$ cat config.mk
export PLATFORM = sky130hd
export DESIGN_NAME = sppm_port
export DESIGN_NICKNAME = d
export VERILOG_FILES = /design/src/sppm_pkg.sv /design/src/sppm_port.sv
export SDC_FILE = /design/constraint.sdc
export NUM_CORES = 1
export LEC_CHECK = 0
export BUFFER_PORTS_ARGS = -buffer_cell sky130_fd_sc_hd__buf_2
export CORE_ASPECT_RATIO = 0.6
export CORE_MARGIN = 2
export CORE_UTILIZATION = 30
export DETAILED_ROUTE_END_ITERATION = 8
export PLACE_DENSITY = 0.53
export SYNTH_ARGS = -nofsm -noshare
export SYNTH_HDL_FRONTEND = slang
export SYNTH_SLANG_ARGS = --single-unit
$ cat constraint.sdc
create_clock -name core_clk -period 4.9 [get_ports core_clk]
set_input_delay 0.245 -clock core_clk [delete_from_list [all_inputs] [get_ports core_clk]]
set_output_delay 0.245 -clock core_clk [all_outputs]
set_load 0.01 [all_outputs]
$ cat src/sppm_pkg.sv
// Package: constants and carrier types for the SPI peripheral-mode port
package sppm_pkg;
  localparam int unsigned CtrlSelectBit = 0;
  localparam int unsigned FmtPhaseBit = 16;
  localparam int unsigned FmtPolarityBit = 17;
  localparam int unsigned FmtPrescaleLsb = 8;
  localparam int unsigned FmtPrescaleMsb = 15;
  localparam int unsigned FmtWidth = 18;
  localparam int unsigned WordBits = 16;
  localparam int unsigned CountWidth = 5;
  localparam logic [15:0] TxResetWord = 16'h0000;
  localparam int unsigned LinkPeriodMinNs = 25;
  localparam int unsigned CoreClkPeriodNs = 8;
  localparam int unsigned LinkPeriodMinCycles = (LinkPeriodMinNs + CoreClkPeriodNs - 1) / CoreClkPeriodNs;

  typedef struct packed {
    logic serialClock;
    logic selectN;
    logic hostOutData;
  } sppm_link_in_s;

  typedef struct packed {
    logic deviceOutData;
    logic deviceOutEn;
  } sppm_link_out_s;
endpackage

$ cat src/sppm_port.sv
// SPI peripheral-mode port: host-clocked 16-bit shift engine
`timescale 1ns/1ps
`default_nettype none
module sppm_port #(
  parameter int unsigned WORD_BITS = sppm_pkg::WordBits
) (
  // Clock and reset
  input wire logic core_clk,
  input wire logic rst,
  // Configuration
  input wire logic [31:0] globalControl,
  input wire logic [sppm_pkg::FmtWidth-1:0] formatControl,
  // Link pins
  input wire sppm_pkg::sppm_link_in_s linkIn,
  output sppm_pkg::sppm_link_out_s linkOut,
  // User side
  input wire logic [WORD_BITS-1:0] txWord,
  output logic [WORD_BITS-1:0] rxWord,
  output logic rxValid,
  output logic txTaken,
  output logic clockTooFast,
  output logic [sppm_pkg::CountWidth-1:0] bitCount
);
  logic peripheralMode;
  logic clockPhase;
  logic clockPolarity;
  logic [7:0] prescale;
  logic [8:0] minPeriod;
  logic sclkPrev;
  logic next_sclkPrev;
  logic risingEdge;
  logic fallingEdge;
  logic leadEdge;
  logic trailEdge;
  logic captureEdge;
  logic launchEdge;
  logic selected;
  logic [WORD_BITS-1:0] shiftOut;
  logic [WORD_BITS-1:0] next_shiftOut;
  logic [WORD_BITS-1:0] shiftIn;
  logic [WORD_BITS-1:0] next_shiftIn;
  logic [WORD_BITS-1:0] next_rxWord;
  logic next_rxValid;
  logic next_txTaken;
  logic [sppm_pkg::CountWidth-1:0] next_bitCount;
  logic outBit;
  logic next_outBit;
  logic outEn;
  logic next_outEn;
  logic loaded;
  logic next_loaded;
  logic [8:0] periodCount;
  logic [8:0] next_periodCount;
  logic next_clockTooFast;

  assign peripheralMode = ~globalControl[sppm_pkg::CtrlSelectBit];
  assign clockPhase = formatControl[sppm_pkg::FmtPhaseBit];
  assign clockPolarity = formatControl[sppm_pkg::FmtPolarityBit];
  assign prescale = formatControl[sppm_pkg::FmtPrescaleMsb:sppm_pkg::FmtPrescaleLsb];
  // Shortest period the prescale allows, in core cycles; prescale 0 still needs two
  assign minPeriod = (prescale == 8'h00) ? 9'h002 : ({1'b0, prescale} + 9'h001);
  assign selected = peripheralMode & ~linkIn.selectN;
  assign risingEdge = linkIn.serialClock & ~sclkPrev;
  assign fallingEdge = ~linkIn.serialClock & sclkPrev;
  // Leading edge leaves idle level; polarity picks which edge that is
  assign leadEdge = clockPolarity ? fallingEdge : risingEdge;
  assign trailEdge = clockPolarity ? risingEdge : fallingEdge;
  // Phase 1 launches on the leading edge, rising at polarity 0 and falling at polarity 1;
  // phase 0 puts bit 15 on the line before any edge and launches the rest on the trailing edge
  assign launchEdge = clockPhase ? leadEdge : trailEdge;
  assign captureEdge = clockPhase ? trailEdge : leadEdge;

  always_comb begin
    next_sclkPrev = linkIn.serialClock;
    next_shiftOut = shiftOut;
    next_shiftIn = shiftIn;
    next_rxWord = rxWord;
    next_rxValid = 1'b0;
    next_txTaken = 1'b0;
    next_bitCount = bitCount;
    next_outBit = outBit;
    next_outEn = selected;
    next_loaded = loaded;
    next_periodCount = periodCount;
    next_clockTooFast = clockTooFast;
    if (!selected) begin
      next_bitCount = '0;
      next_outBit = 1'b0;
      next_loaded = 1'b0;
      next_periodCount = '0;
    end else begin
      if (!loaded) begin
        // Phase 0 needs the first bit on the line before any edge
        next_shiftOut = txWord;
        next_outBit = txWord[WORD_BITS-1];
        next_loaded = 1'b1;
        next_txTaken = 1'b1;
      end
      if (periodCount != 9'h1ff) begin
        next_periodCount = periodCount + 9'h001;
      end
      if (leadEdge) begin
        next_periodCount = 9'h001;
        // A host that clocks faster than the prescale allows is flagged, sticky until reset
        if (bitCount != '0 && (periodCount < minPeriod ||
            periodCount < 9'(sppm_pkg::LinkPeriodMinCycles))) begin
          next_clockTooFast = 1'b1;
        end
      end
      if (captureEdge && loaded) begin
        next_shiftIn = {shiftIn[WORD_BITS-2:0], linkIn.hostOutData};
        if (bitCount == sppm_pkg::CountWidth'(WORD_BITS - 1)) begin
          next_rxWord = {shiftIn[WORD_BITS-2:0], linkIn.hostOutData};
          next_rxValid = 1'b1;
          next_bitCount = '0;
        end else begin
          next_bitCount = bitCount + 1'b1;
        end
      end
      if (launchEdge && loaded) begin
        // Phase 1 launches on the lead edge, so bit 15 goes out on the first one
        if (clockPhase && bitCount == '0 && !captureEdge) begin
          next_outBit = shiftOut[WORD_BITS-1];
        end else begin
          next_shiftOut = {shiftOut[WORD_BITS-2:0], 1'b0};
          next_outBit = shiftOut[WORD_BITS-2];
        end
      end
    end
  end

  always_ff @(posedge core_clk or posedge rst) begin
    if (rst) begin
      sclkPrev <= 1'b0;
      shiftOut <= sppm_pkg::TxResetWord;
      shiftIn <= '0;
      rxWord <= '0;
      rxValid <= 1'b0;
      txTaken <= 1'b0;
      bitCount <= '0;
      outBit <= 1'b0;
      outEn <= 1'b0;
      loaded <= 1'b0;
      periodCount <= '0;
      clockTooFast <= 1'b0;
    end else begin
      sclkPrev <= next_sclkPrev;
      shiftOut <= next_shiftOut;
      shiftIn <= next_shiftIn;
      rxWord <= next_rxWord;
      rxValid <= next_rxValid;
      txTaken <= next_txTaken;
      bitCount <= next_bitCount;
      outBit <= next_outBit;
      outEn <= next_outEn;
      loaded <= next_loaded;
      periodCount <= next_periodCount;
      clockTooFast <= next_clockTooFast;
    end
  end

  // Output enable lags select by one cycle; the host must not sample before its first edge
  // The bit register is cleared on deselect, so the data pin needs no gate after the flop
  assign linkOut = '{deviceOutData: outBit, deviceOutEn: outEn};
endmodule
`default_nettype wire

Word-level counts from Yosys, hierarchy flattened
Index checks and enable logic that the tools add are counted.
W data, S select, Z words.
{"block": "totals", "in_bits": 71, "ff_bits": 68}
{"block": "op_classes", "eq_ne": 5, "n_bitwise": 7, "addsub": 3, "order_cmp": 2, "reduce_logical": 13, "n_mux": 24}
{"cell": "$mux W16", "count": 3}
{"cell": "$mux W9", "count": 4}
{"cell": "$mux W5", "count": 3}
{"cell": "$mux W1", "count": 14}
{"cell": "$add A8 B1 Y9 const B", "count": 1}
{"cell": "$add A9 B1 Y9 const B", "count": 1}
{"cell": "$lt A9 B3 Y1 const B", "count": 1}
{"cell": "$lt A9 B9 Y1", "count": 1}
{"cell": "$ne A9 B9 Y1 const B", "count": 1}
{"cell": "$logic_not A8 Y1", "count": 1}
{"cell": "$ne A3 B2 Y1 const B", "count": 2}
{"cell": "$reduce_and A3 Y1", "count": 2}
{"cell": "$add A5 B1 Y5 const B", "count": 1}
{"cell": "$eq A5 B4 Y1 const B", "count": 1}
{"cell": "$logic_and A1 B1 Y1", "count": 5}
{"cell": "$logic_not A5 Y1", "count": 1}
{"cell": "$reduce_bool A5 Y1", "count": 1}
{"cell": "$not A1 Y1", "count": 4}
{"cell": "$and A1 B1 Y1", "count": 3}
{"cell": "$ne A2 B1 Y1 const B", "count": 1}
{"cell": "$reduce_and A2 Y1", "count": 1}
{"cell": "$logic_not A1 Y1", "count": 1}
{"cell": "$logic_or A1 B1 Y1", "count": 1}

Longest topological paths before layout
{"block": "logic_depth", "word_depth": 9, "ltp_mapped": 10, "ltp_nobuf": 10}

Worst setup path before layout
Ideal clock, no wire load.
{"block": "synth_path", "path_type": "register -> register", "start": "reg bitCount[0] (netlist name)", "end": "reg shiftOut[10]", "arrival_ps": 1818, "n_path_buf": 2, "period_less_slack_ps": 1955, "setup_slack_ps": 2945, "required_ps": 4763, "stages_incl_launch_ff": 10, "path_cell_list": "dfrtp_1 inv_1 ha_1 nor4b_1 a21oi_1 or2_2 buf_4 buf_4 o22ai_1 a21oi_1"}
{"block": "synth_via", "elab_chain_cells": 5}
{"element": "start, declared", "line_no": "sppm_port.sv:22", "text": "output logic [sppm_pkg::CountWidth-1:0] bitCount"}
{"element": "start signal, assigned", "line_no": "sppm_port.sv:153", "text": "bitCount <= next_bitCount;"}
{"element": "$logic_not A5 Y1", "line_no": "sppm_port.sv:122", "text": "if (clockPhase && bitCount == '0 && !captureEdge) begin"}
{"element": "$logic_and A1 B1 Y1 (2 in series)", "line_no": "sppm_port.sv:122"}
{"element": "$mux W16", "line_no": "sppm_port.sv:122"}
{"element": "$mux W16", "line_no": "sppm_port.sv:120", "text": "if (launchEdge && loaded) begin"}
{"element": "end signal, assigned", "line_no": "sppm_port.sv:135", "text": "shiftOut <= sppm_pkg::TxResetWord;"}
{"element": "end signal, assigned", "line_no": "sppm_port.sv:148", "text": "shiftOut <= next_shiftOut;"}
{"element": "end, declared", "line_no": "sppm_port.sv:38", "text": "logic [WORD_BITS-1:0] shiftOut;"}
No other way between the ends.
A chain may end at the register's enable or synchronous reset.

Final worst setup path
{"block": "layout_path", "start": "reg bitCount[0] (netlist name)", "end": "reg shiftOut[11]"}
Same word-level chain as after synthesis.

==> impl_metrics.toml <==
[synthesis]
netlist-cell-type-count = 48
yosysWarnings = 0
netlist_area_um2 = 3340
syn_nets = 373
synth_edf_count = 0
synth_top_area_share_pct = 50.1
synthesis.instances = 288
yosysMostFrequentCell = "dfrtp_1"
synth-async-reset-ratio_pct = 100
synthTopCellsByCount = "dfrtp_1 (67), o22ai_1 (28), a21oi_1 (22)"
synth_flop_cell = "dfrtp_1"
syn_area_per_cell_um2 = 11.6
synth_top_cell_by_area = "dfrtp_1"
ys_seq_area_share_pct = 50.1
synth.area.top_cells = "dfrtp_1 (50%), mux2_2 (7.1%), ha_1 (5.2%)"
ys_ff_latch = 67

[sta]
rsz0062_at_grt = "no"
fin_skew_ns = 0.00554
clock.fmax_mhz = 385
setup-tns-final_ns = 0
period_share_pct = 52.9
slew_violations = 0
setup_violations = 0
relSlewSlack_pct = 31.4
hold_viol_final = 0
finalCriticalPeriod_ns = 2.59
hold_ws_ns = 0.0968
fin_ws_ns = 2.31
worst_pin_slew_ns = 1.02

[worst_hold_path]
hold_path.startpoint = "linkIn[2]"
hold_end = "sclkPrev"
hp-class = "in -> reg"
worstHoldPathCells = 1

[routing]
vias = 2390
drt-initial-drc-count = 140
drt_first_pass_iters = 4
ant_nets = 0
vias_per_cell = 4.91
drc = 0
wirelength_um = 7220
wl_per_cell_um = 14.8

[setup_path]
cpPeakStageDelay_ns = 0.84
end_kind = "register"
path_max_fanout = 14
path_class = "reg -> reg"
rr_startpoint = "bitCount[0]"
critPathTopFamily = "compound AO/OA/AOI/OAI gates"
worstPathRequired_ns = 5.15
critPathSlowestCell = "o21ai_1"
critical_path.cell_chain = "inv_1 > ha_1 > nor4b_1 > a21oi_1 > o21ai_1 > o22ai_1 > a21oi_1"
arrival_ns = 2.85
ff2ff_setup_slack_ns = 2.31
regToRegEndpoint = "shiftOut[11]"
cp_common_cell = "a21oi_1"
start_kind = "register"
cp_num_buf_inv = 1
r2r_cells = 7

[floorplan]
ios = 97
fp-row-count = 29
die_y_um = 85.8
die_x_um = 140
die_area_um2 = 12000
core-area_um2 = 10700
start_util_pct = 31.2

[run]
max-cap-violations = 0

[clocking]
clock_sinks = 67
clock_latency_ns = 0.33
root_buffer = "clkbuf_16"
postCtsSetupBuffers = 0
cts_buffer_depth = 2
cts_made_buffers = 9
post_cts_resized = 0
cts_tree = "built"
cts.hold.buffers_added = 0
cts.htree.levels = 3
clkTransAtPathRegs_ns = 0.06

[cells_and_area]
nets = 428
fillers = 1054
syn_to_final_growth_pct = 21.1
drive_gt1_share_pct = 31.3
n_antenna_cell = 0
final_area_um2 = 4050
final_cells = 487

[placement]
place_inst = 471
place_area_um2 = 3730
io_buffer_count = 57
gp_congestion = 0.761
preCtsSetupSlack_ns = 2.30
dp_hpwl_um = 4880

[power]
ir_drop_v = 0.000190
power.density_nw_per_um2 = 356
p_leak_nw = 2.02

[global_route]
antenna_found_initial = 0
grt_pass1_wl_um = 12200
grt_max_degree = 68
grt.overflow.total = 0
grt_pass1_vias = 2406
grt_usage_pct = 12.9

[status]
status = "finished, final reports clean"
worst max path at each step:
stage / startpoint / endpoint / slack, ns / depth (start not counted)
detailed placement: bitCount[0] / shiftOut[3] / 2.30 / 7
finish: bitCount[0] / shiftOut[11] / 2.31 / 7
global placement: bitCount[0] / shiftOut[4] / 2.33 / 7
global route: bitCount[0] / shiftOut[3] / 2.05 / 7
floorplan: bitCount[0] / shiftOut[10] / 2.94 / 9
CTS: bitCount[0] / shiftOut[3] / 2.27 / 7
metal layers:
layer	global-route usage, %	wire length (µm)	up-vias	share of wire [%]
met5	0	0	-	0
met4	3.58	76	0	1.1
met3	5.53	457	8	6.3
met2	18.1	3050	43	42
met1	18.2	3630	1161	50
li1	-	-	1178	-
final cells by class:
cell class / instances / area [µm²] / share of cell area, %
sequential: 67 / 1680 / 41.4
clock inverter: 4 / 73.8 / 1.82
timing repair buffer: 58 / 293 / 7.23
multi-input combinational: 197 / 1550 / 38.2
tap: 139 / 174 / 4.30
clock buffer: 12 / 246 / 6.09
inverter: 10 / 37.5 / 0.927
logic make-up after synthesis:
group	Yosys count	synth area share [%]
AOI/OAI and AO/OA	68	12.4
xor gates and xnor gates	14	3.89
adders and majority gates	14	5.24
buffers and inverters	24	3.56
DFF	67	50.1
muxes	37	13.4
and+or+nand+nor	64	11.3
flip-flops by register name, indices dropped and copies added (netlist names):
name and count:
bitCount 5, clockTooFast 1, loaded 1, outBit 1
periodCount 9, rxValid 1, rxWord 16, sclkPrev 1
shiftIn 15, shiftOut 16, txTaken 1
through the flow:
step	utilization, %	power (mW)
2_1_floorplan	-	0.709
3_3_place_gp	34.8	0.745
3_5_place_dp	34.8	0.751
4_1_cts	37.8	1.46
5_1_grt	37.8	1.50
6_report	37.8	1.44
where the power goes:
| group | internal (mW) | total (mW) | switching (mW) | leakage, nW |
|---|---|---|---|---|
| Clock | 0.460 | 0.698 | 0.239 | 0.157 |
| Combinational | 0.0591 | 0.125 | 0.0659 | 0.978 |
| Sequential | 0.586 | 0.616 | 0.0299 | 0.888 |
cells in the final DEF, fill, tap and decap left out, types with 10 or more instances in the layout:
cell     instances
nor2_1          16
mux2_2          21
xor2_1          11
mux2_4          10
ha_1            14
buf_2           57
a21oi_1         22
dfrtp_1         67
o22ai_1         28
(Power assumes the default switching activity.)
